### config.mk
export PLATFORM = sky130hd
export DESIGN_NAME = dlf_led_sequencer
export DESIGN_NICKNAME = d
export VERILOG_FILES = /design/src/hdl/dlf_pkg.sv /design/src/hdl/dlf_led_sequencer.sv /design/src/hdl/dlf_code_blinker.sv
export SDC_FILE = /design/constraint.sdc
export NUM_CORES = 1
export LEC_CHECK = 0
export BUFFER_PORTS_ARGS = -buffer_cell sky130_fd_sc_hd__buf_4
export CAP_MARGIN = 20
export CORE_ASPECT_RATIO = 0.9
export CORE_MARGIN = 3
export CORE_UTILIZATION = 30
export DETAILED_ROUTE_END_ITERATION = 10
export PLACE_DENSITY = 0.49
export SLEW_MARGIN = 20
export SYNTH_ARGS = -nofsm -noshare
export SYNTH_HDL_FRONTEND = slang
export SYNTH_HIERARCHICAL = 1
export SYNTH_SLANG_ARGS = --single-unit
### constraint.sdc
create_clock -name mclk -period 3 [get_ports mclk]
set_input_delay 0 -clock mclk [delete_from_list [all_inputs] [get_ports mclk]]
set_output_delay 0 -clock mclk [all_outputs]
set_load 0.02 [all_outputs]
### src/hdl/dlf_pkg.sv
// Package of constants and types for the diagnostic LED flash-code sequencer.
// Functional notes
// - Internal shutdown fault: main LED flashes red, 500 ms on, 500 ms off.
// - Normal operation: main LED flashes green, 500 ms on, 500 ms off.
// - No demand source or test mode: main LED flashes orange at 500 ms.
// - Start-up: main LED alternates red and green every 60 ms, then normal pattern.
// - Every main LED flash pattern has equal intervals: lit and dark, or red and green at start-up.
// - Code LED blinks first digit, pauses two seconds, blinks second digit.
// - After second digit, code LED is dark 5 s then repeats while active.
// - Every code blink is red only.
// - Codes: 1-4 memory, 2-2 clock, 2-3 FPU, 2-4 flash, 2-5 bank, 2-6 bus.
// - Reset/run LED solid red while communication processor is held in reset.
// - Reset/run LED solid green when running or booting; dark while preparing memory (RAM test).
package dlf_pkg;
    localparam int CLK_HZ = 50000000;
    localparam int FLASH_MS = 500;
    localparam int STARTUP_MS = 60;
    localparam int DIGIT_GAP_MS = 2000;
    localparam int REPEAT_GAP_MS = 5000;
    localparam int BLINK_MS = 250;
    localparam int FLASH_CYC = CLK_HZ / 1000 * FLASH_MS;
    localparam int STARTUP_CYC = CLK_HZ / 1000 * STARTUP_MS;
    localparam int DIGIT_GAP_CYC = CLK_HZ / 1000 * DIGIT_GAP_MS;
    localparam int REPEAT_GAP_CYC = CLK_HZ / 1000 * REPEAT_GAP_MS;
    localparam int BLINK_CYC = CLK_HZ / 1000 * BLINK_MS;

    localparam logic [3:0] DIGIT_ONE = 4'h1;
    localparam logic [3:0] DIGIT_TWO = 4'h2;
    localparam logic [3:0] DIGIT_THREE = 4'h3;
    localparam logic [3:0] DIGIT_FOUR = 4'h4;
    localparam logic [3:0] DIGIT_FIVE = 4'h5;
    localparam logic [3:0] DIGIT_SIX = 4'h6;
    localparam logic [3:0] DIGIT_NONE = 4'h0;

    typedef struct packed {
        logic startup;
        logic shutdown_fault;
        logic no_demand;
        logic normal;
    } dlf_main_cond_t;

    typedef struct packed {
        logic ram_fail;
        logic rtc_fail;
        logic fpu_fail;
        logic flash_fail;
        logic secondary_flash_bank_fail;
        logic i2c_fail;
    } dlf_selftest_t;

    typedef struct packed {
        logic red;
        logic green;
    } dlf_led_t;

    typedef enum logic [1:0] {
        DLF_RR_RUN = 2'b00,
        DLF_RR_RESET = 2'b01,
        DLF_RR_RAMTEST = 2'b10
    } dlf_rr_mode_t;

    typedef enum logic [2:0] {
        DLF_CS_IDLE = 3'b000,
        DLF_CS_D1_ON = 3'b001,
        DLF_CS_D1_OFF = 3'b010,
        DLF_CS_GAP = 3'b011,
        DLF_CS_D2_ON = 3'b100,
        DLF_CS_D2_OFF = 3'b101,
        DLF_CS_PAUSE = 3'b110
    } dlf_code_state_t;
endpackage

### src/hdl/dlf_led_sequencer.sv
// Top-level diagnostic LED sequencer: main, code and reset/run indicators.
`timescale 1ns/1ps
module dlf_led_sequencer
    import dlf_pkg::*;
#(
    parameter int FLASH = FLASH_CYC,
    parameter int STARTUP = STARTUP_CYC,
    parameter int BLINK = BLINK_CYC,
    parameter int DGAP = DIGIT_GAP_CYC,
    parameter int RGAP = REPEAT_GAP_CYC
) (
    input wire logic mclk,
    input wire logic resetn,
    input wire dlf_main_cond_t main_cond,
    input wire dlf_selftest_t selftest,
    input wire dlf_rr_mode_t rr_mode,
    output dlf_led_t main_led,
    output dlf_led_t code_led,
    output dlf_led_t rr_led
);
    logic [31:0] ftmr_q, ftmr_d;
    logic phase_q, phase_d;
    logic was_startup_q;
    logic [3:0] d1, d2;
    logic code_lit;
    dlf_led_t main_d;

    // Code table; the lowest-numbered failure wins when several are flagged.
    always_comb begin
        d1 = DIGIT_NONE;
        d2 = DIGIT_NONE;
        if (selftest.ram_fail) begin
            d1 = DIGIT_ONE; d2 = DIGIT_FOUR;
        end else if (selftest.rtc_fail) begin
            d1 = DIGIT_TWO; d2 = DIGIT_TWO;
        end else if (selftest.fpu_fail) begin
            d1 = DIGIT_TWO; d2 = DIGIT_THREE;
        end else if (selftest.flash_fail) begin
            d1 = DIGIT_TWO; d2 = DIGIT_FOUR;
        end else if (selftest.secondary_flash_bank_fail) begin
            d1 = DIGIT_TWO; d2 = DIGIT_FIVE;
        end else if (selftest.i2c_fail) begin
            d1 = DIGIT_TWO; d2 = DIGIT_SIX;
        end
    end

    dlf_code_blinker #(.BLINK(BLINK), .DGAP(DGAP), .RGAP(RGAP)) u_code (
        .mclk(mclk),
        .resetn(resetn),
        .digit1(d1),
        .digit2(d2),
        .lit(code_lit)
    );

    // One timer toggles the phase each half period, so on and off are equal.
    always_comb begin
        ftmr_d = ftmr_q + 32'h1;
        phase_d = phase_q;
        if (main_cond.startup != was_startup_q) begin
            ftmr_d = 32'h0;
            phase_d = 1'b0;
        end else if (ftmr_q >= 32'((main_cond.startup ? STARTUP : FLASH) - 1)) begin
            ftmr_d = 32'h0;
            phase_d = !phase_q;
        end
        main_d = '0;
        if (main_cond.startup) begin
            main_d.red = !phase_q;
            main_d.green = phase_q;
        end else if (main_cond.shutdown_fault) begin
            main_d.red = phase_q;
        end else if (main_cond.no_demand) begin
            main_d.red = phase_q;
            main_d.green = phase_q;
        end else if (main_cond.normal) begin
            main_d.green = phase_q;
        end
    end

    always_ff @(posedge mclk or negedge resetn) begin
        if (!resetn) begin
            ftmr_q <= 32'h0;
            phase_q <= 1'b0;
            was_startup_q <= 1'b0;
            main_led <= '0;
            code_led <= '0;
            rr_led <= '0;
        end else begin
            ftmr_q <= ftmr_d;
            phase_q <= phase_d;
            was_startup_q <= main_cond.startup;
            main_led <= main_d;
            code_led.red <= code_lit;
            code_led.green <= 1'b0;
            rr_led.red <= (rr_mode == DLF_RR_RESET);
            rr_led.green <= (rr_mode == DLF_RR_RUN);
        end
    end
endmodule

### src/hdl/dlf_code_blinker.sv
// Two-digit blink sequencer for the communication-board diagnostic LED.
`timescale 1ns/1ps
module dlf_code_blinker
    import dlf_pkg::*;
#(
    parameter int BLINK = BLINK_CYC,
    parameter int DGAP = DIGIT_GAP_CYC,
    parameter int RGAP = REPEAT_GAP_CYC
) (
    input wire logic mclk,
    input wire logic resetn,
    input wire logic [3:0] digit1,
    input wire logic [3:0] digit2,
    output logic lit
);
    dlf_code_state_t state_q, state_d;
    logic [31:0] tmr_q, tmr_d;
    logic [3:0] cnt_q, cnt_d;
    logic active;

    assign active = (digit1 != DIGIT_NONE) && (digit2 != DIGIT_NONE);

    always_comb begin
        state_d = state_q;
        tmr_d = tmr_q + 32'h1;
        cnt_d = cnt_q;
        unique case (state_q)
            DLF_CS_IDLE: begin
                tmr_d = 32'h0;
                cnt_d = 4'h1;
                if (active) begin
                    state_d = DLF_CS_D1_ON;
                end
            end
            DLF_CS_D1_ON: if (tmr_q == 32'(BLINK - 1)) begin
                state_d = DLF_CS_D1_OFF;
                tmr_d = 32'h0;
            end
            DLF_CS_D1_OFF: if (tmr_q == 32'(BLINK - 1)) begin
                tmr_d = 32'h0;
                if (cnt_q >= digit1) begin
                    state_d = DLF_CS_GAP;
                end else begin
                    state_d = DLF_CS_D1_ON;
                    cnt_d = cnt_q + 4'h1;
                end
            end
            DLF_CS_GAP: if (tmr_q == 32'(DGAP - 1)) begin
                state_d = DLF_CS_D2_ON;
                tmr_d = 32'h0;
                cnt_d = 4'h1;
            end
            DLF_CS_D2_ON: if (tmr_q == 32'(BLINK - 1)) begin
                state_d = DLF_CS_D2_OFF;
                tmr_d = 32'h0;
            end
            DLF_CS_D2_OFF: if (tmr_q == 32'(BLINK - 1)) begin
                tmr_d = 32'h0;
                if (cnt_q >= digit2) begin
                    state_d = DLF_CS_PAUSE;
                end else begin
                    state_d = DLF_CS_D2_ON;
                    cnt_d = cnt_q + 4'h1;
                end
            end
            DLF_CS_PAUSE: if (tmr_q == 32'(RGAP - 1)) begin
                state_d = DLF_CS_IDLE;
                tmr_d = 32'h0;
            end
            default: state_d = DLF_CS_IDLE;
        endcase
        // A code that clears mid-pattern stops at once so a stale code is never shown.
        if (!active) begin
            state_d = DLF_CS_IDLE;
        end
    end

    always_ff @(posedge mclk or negedge resetn) begin
        if (!resetn) begin
            state_q <= DLF_CS_IDLE;
            tmr_q <= 32'h0;
            cnt_q <= 4'h0;
            lit <= 1'b0;
        end else begin
            state_q <= state_d;
            tmr_q <= tmr_d;
            cnt_q <= cnt_d;
            lit <= (state_d == DLF_CS_D1_ON) || (state_d == DLF_CS_D2_ON);
        end
    end
endmodule

=== After elaboration in Yosys (flattened, before gate mapping) ===
Cells that the tools add are included.

* Word-level logic and storage cells: 91
* Flip-flop bits (word level): 79
* Bits of input ports: 14
* Output and inout bits: 6

* Add/sub/neg operators: 4
* Reduce and logical (&&, ||, !) cells: 11
* Equal/unequal tests: 18
* Magnitude comparators: 3
* Muxes and demuxes: 43

{| class="wikitable"
|+ Operators by type and width
! cell !! count
|-
| 32-bit two-way mux || 5
|-
| 32-bit case mux with 4 select lines || 1
|-
| 32-bit by 1-bit adder with 32-bit output, second input constant || 2
|-
| 3-bit two-way mux || 13
|-
| 32-bit by 24-bit equality test with 1-bit output, second input constant || 1
|-
| 32-bit by 27-bit equality test with 1-bit output, second input constant || 1
|-
| 32-bit by 28-bit equality test with 1-bit output, second input constant || 1
|-
| 32-bit >= comparator || 1
|-
| 25-bit by 1-bit subtractor with 26-bit output, second input constant || 1
|-
| 25-bit two-way mux || 1
|-
| 4-bit two-way mux || 6
|-
| 3-bit case mux with 7 select lines || 1
|-
| 2-bit two-way mux || 8
|-
| 4-bit case mux with 4 select lines || 1
|-
| 3-bit equality test, second input constant || 4
|-
| 4-bit nonzero test || 3
|-
| 1-bit two-way mux || 7
|-
| 3-bit by 1-bit equality test with 1-bit output, second input constant || 2
|-
| 3-bit by 2-bit equality test with 1-bit output, second input constant || 2
|-
| 2-bit by 1-bit != test with 1-bit output, second input constant || 3
|-
| 6-bit AND reduction || 1
|-
| 4-bit by 1-bit adder with 4-bit output, second input constant || 1
|-
| 4-bit by 3-bit >= comparator with 1-bit output || 1
|-
| 4-bit >= comparator || 1
|-
| other kinds (10) || 11
|}

=== Longest topological paths before layout ===
* Depth in word-level cells: 13
* Mapped depth: 11
* Depth with buffers taken out: 11

=== Hierarchy ===
Netlist, hierarchy kept.

{| class="wikitable"
|+ By module, submodules not included
! module !! sequential area each (um^2) !! cells each !! times used !! area each (um^2)
|-
| dlf_code_blinker || 1001.0 || 266 || 1 || 2871.5
|-
| dlf_led_sequencer || 975.9 || 199 || 1 || 2008.2
|}

=== Worst setup path after synthesis ===
Ideal clock, no wire load.

* Path type: register -> register
* From: register ftmr_q[22]
* To: register phase_q
* Path buffers: 1
* Data arrival time: 2.031 ns
* Data required time: 2.931 ns
* Setup slack: 0.900 ns
* Stages on the path, launching flop included: 7
* Cell sequence: dfrtp_1 -> ha_1 -> a311o_1 -> a2111o_1 -> buf_6 -> or4_1 -> nand3_1

* Longest elaborated chain between the ends: 2

{| class="wikitable"
|+ RTL lines
! what !! line !! text
|-
| start, declared || dlf_led_sequencer.sv:21 || <nowiki>logic [31:0] ftmr_q, ftmr_d;</nowiki>
|-
| start signal, assigned || dlf_led_sequencer.sv:89 || <nowiki>ftmr_q <= ftmr_d;</nowiki>
|-
| 32-bit >= comparator || dlf_led_sequencer.sv:62 || <nowiki>end else if (ftmr_q >= 32'((main_cond.startup ? STARTUP : FLASH) - 1)) begin</nowiki>
|-
| 2-bit nonzero test (no line) || - ||
|-
| end signal, assigned || dlf_led_sequencer.sv:90 || <nowiki>phase_q <= phase_d;</nowiki>
|-
| end, declared || dlf_led_sequencer.sv:22 || <nowiki>logic phase_q, phase_d;</nowiki>
|}

Every way passes these cells.
A chain may end at the register's enable or synchronous reset.

=== Worst setup path after layout ===
* From: register u_code.tmr_q[0]
* To: register u_code.tmr_q[18]

* Longest elaborated chain between the ends: 3
* Elaborated cells between the ends (all ways): 8

{| class="wikitable"
|+ RTL lines
! what !! line !! text
|-
| start, declared || dlf_code_blinker.sv:17 || <nowiki>logic [31:0] tmr_q, tmr_d;</nowiki>
|-
| start signal, assigned || dlf_code_blinker.sv:86 || <nowiki>tmr_q <= tmr_d;</nowiki>
|-
| 32-bit by 1-bit adder with 32-bit output (tied with other cells) || dlf_code_blinker.sv:25 || <nowiki>tmr_d = tmr_q + 32'h1;</nowiki>
|-
| 32-bit two-way mux (on tied branches) || - ||
|-
| 32-bit case mux with 4 select lines (*) || dlf_code_blinker.sv:27 || <nowiki>unique case (state_q)</nowiki>
|-
| via u_code.tmr_d[18] || dlf_code_blinker.sv:17 ||
|}

The timed path passes the listed nets; every way through them passes the cells marked *.

==> flow_summary.toml <==
[outcome]
status = "completed"

[cells_and_area]
finalNonFillerCells = 708
nNetsFinal = 538
diodes = 0
layout-drive-gt1-share = 0.196
final_util = 0.359
final_area_um2 = 5610
syn2layout_area_growth_pct = 15.1
fillers = 1563

[sta]
fin_setup_tns_ps = 0
tightest_slew_ps = 735
rsz0062_at_grt = "no"
setup_slack_ps = 549
final-max-slew-violation-count = 0
skew_ps = 6.98
setup_violations = 0
fin_crit_sh = 0.817
fin_crit_ps = 2450
fin_hold_ws_ps = 280
hold_violations = 0
relSlewSlack = 0.510
max_freq_ghz = 0.408

[route]
drt_iter0_markers = 275
drt_first_pass_iters = 4
routed_wl_um = 10100
wl_per_cell_um = 14.2
drc = 0
via_per_inst = 4.90
vias = 3466
postRouteAntennaNets = 0

[cts]
htree_levels = 3
tritoncts = "built"
clk_latency_ps = 340
cts_max_path_buffers = 2
post-cts-setup-buffers = 0
cts.sinks = 79
cts_root_buffer = "clkbuf_16"
numCtsBuffers = 9
cts_resized = 0
path_clk_slew_ps = 60

[yosys]
synth-edff-count = 0
syn_inst = 465
yosysUniqueCellTypes = 70
synth_area_per_cell_um2 = 10.5
synth_seq_cells = 79
async_flop_share = 1.00
ys.flop_type = "dfrtp_1"
syn-cell-area_um2 = 4880
ys_seq_area_frac = 0.405
synth_warnings = 6

[placed_design]
dpl.cell_count = 686
gp_congestion = 0.769
io_buffer_count = 18
pre_cts_slack_ps = 555
place_area_um2 = 5230
post-dp-hpwl_um = 7170

[power]
p_leak_nw = 2.39
design_power_total_mw = 2.54
pwr_density_cell_nw_per_um2 = 452
vdd.ir_drop.worst_mv = 0.230

[global_routing]
grt_first_pass_wirelength_um = 18000
grt_pass1_vias = 3652
grt_usage = 0.124
antenna_found_initial = 0
grt.overflow.total = 0
grt_max_degree = 80

[die]
design.core.area_um2 = 15700
die_w_um = 140
die_area_um2 = 17800
num_rows = 43
die_h_um = 127
io_pins = 20
start_util = 0.312

[critical_path]
rr_worst_depth = 7
crit_type = "register to register"
slowest_delay_ps = 510
endpoint_kind = "register"
crit_path_max_fanout = 18
arrival_ps = 2680
cp.required_ps = 3220
slowest_stage = "o41a_4"
worstReg2RegStart = "u_code/tmr_q[0]"
critical_path.cell_chain = "ha_1, and3_4, nand3_1, nor4_1, o41a_4, buf_12, nor2_4"
cp_top_family = "simple AND/OR/NAND/NOR gates"
critPathLaunchType = "register"
r2r-end = "u_code/tmr_q[18]"
crit_buf_inv = 1
r2r_slack_ps = 550

[flow_run]
drv_cap = 0

[worst_hold_path]
min_path_type = "primary input to asynchronous set/reset pin"
cells by family (layout without fill, tap and decap cells):
kind of cell    after synthesis  count (layout)  share of synthesized area
simple gates                218             218                      0.314
other cells                   1              13                   0.000768
xor+xnor                     56              56                      0.101
buf+inv                      39              68                     0.0449
fa+ha+maj                    21              21                     0.0538
compound gates               47              47                     0.0723
mux                           4               4                    0.00846
flops                        79              79                      0.405
sequential cells by signal, indices dropped and copies added (netlist names):
| register | flops |
|---|---|
| u_code/state_q | 3 |
| rr_led | 2 |
| u_code/tmr_q | 32 |
| u_code/lit | 1 |
| u_code/cnt_q | 4 |
| code_led | 1 |
| phase_q | 1 |
| ftmr_q | 32 |
| main_led | 2 |
| was_startup_q | 1 |
power breakdown:
part	switching, mW	internal (mW)	total, mW
logic	0.135	0.0966	0.232
clock network	0.429	0.715	1.14
registers	0.0520	1.11	1.16
total	0.616	1.92	2.54
synth_stat cells (9+ instances only):
| library cell | instances | share of area |
|---|---|---|
| nor2_1 | 26 | 0.020 |
| nand3_1 | 22 | 0.023 |
| ha_1 | 21 | 0.054 |
| nor2_4 | 29 | 0.067 |
| dfrtp_1 | 79 | 0.41 |
| a21oi_1 | 9 | 0.0092 |
| and3_1 | 9 | 0.012 |
| xnor2_1 | 21 | 0.038 |
| nand2_1 | 28 | 0.022 |
| inv_1 | 23 | 0.018 |
| nand4_1 | 13 | 0.017 |
| xor2_1 | 35 | 0.063 |
| nor3_1 | 35 | 0.036 |
| o21ai_0 | 9 | 0.0092 |
worst register-to-register path, cell delays in order (launching register included):
cell and delay (ps):
dfrtp_1 420, ha_1 230, and3_4 250, nand3_1 210
nor4_1 380, o41a_4 510, buf_12 280, nor2_4 60
worst max-delay path by stage:
stage,start,endpoint,cells past startpoint
finish,u_code/tmr_q[0],u_code/tmr_q[18],7
global route,u_code/tmr_q[0],u_code/tmr_q[19],7
CTS,u_code/tmr_q[0],u_code/tmr_q[18],7
detailed placement,u_code/tmr_q[0],u_code/tmr_q[21],7
global placement,u_code/tmr_q[29],u_code/tmr_q[21],6
floorplan,ftmr_q[22],phase_q,6
cell usage in the layout, fill, tap and decap left out, drive strengths merged, types with 10 or more instances in the layout:
cell and n:
nor3 36, nand4 17, a21oi 10, o21ai 10
ha 21, conb 13, nand2 29, dfrtp 79
buf 23, nand3 23, xor2 35, nor4 11
nor2 56, inv 23, xnor2 21, and3 12
metal layers:
metal / part of all wire / global-route usage / vias to the layer above
met5: 0 / 0 / -
li1: - / - / 1724
met4: 0.013 / 0.0365 / 0
met3: 0.029 / 0.0322 / 10
met1: 0.50 / 0.167 / 1690
met2: 0.46 / 0.196 / 42
what timing repair did:
action,4_1_cts,5_1_grt
hold endpoints to repair,84,0
hold buffers,8,0
setup endpoints to repair,0,0
layout make-up:
cell class / count / area [um2] / share of cell area
Multi-Input combinational cell: 359 / 2730 / 0.486
Sequential cell: 79 / 1980 / 0.352
Timing Repair Buffer: 31 / 269 / 0.0479
Tap cell: 202 / 253 / 0.0450
Clock buffer: 9 / 225 / 0.0401
Inverter: 23 / 86.3 / 0.0154
Clock inverter: 5 / 75.1 / 0.0134
(Power assumes the default switching activity.)
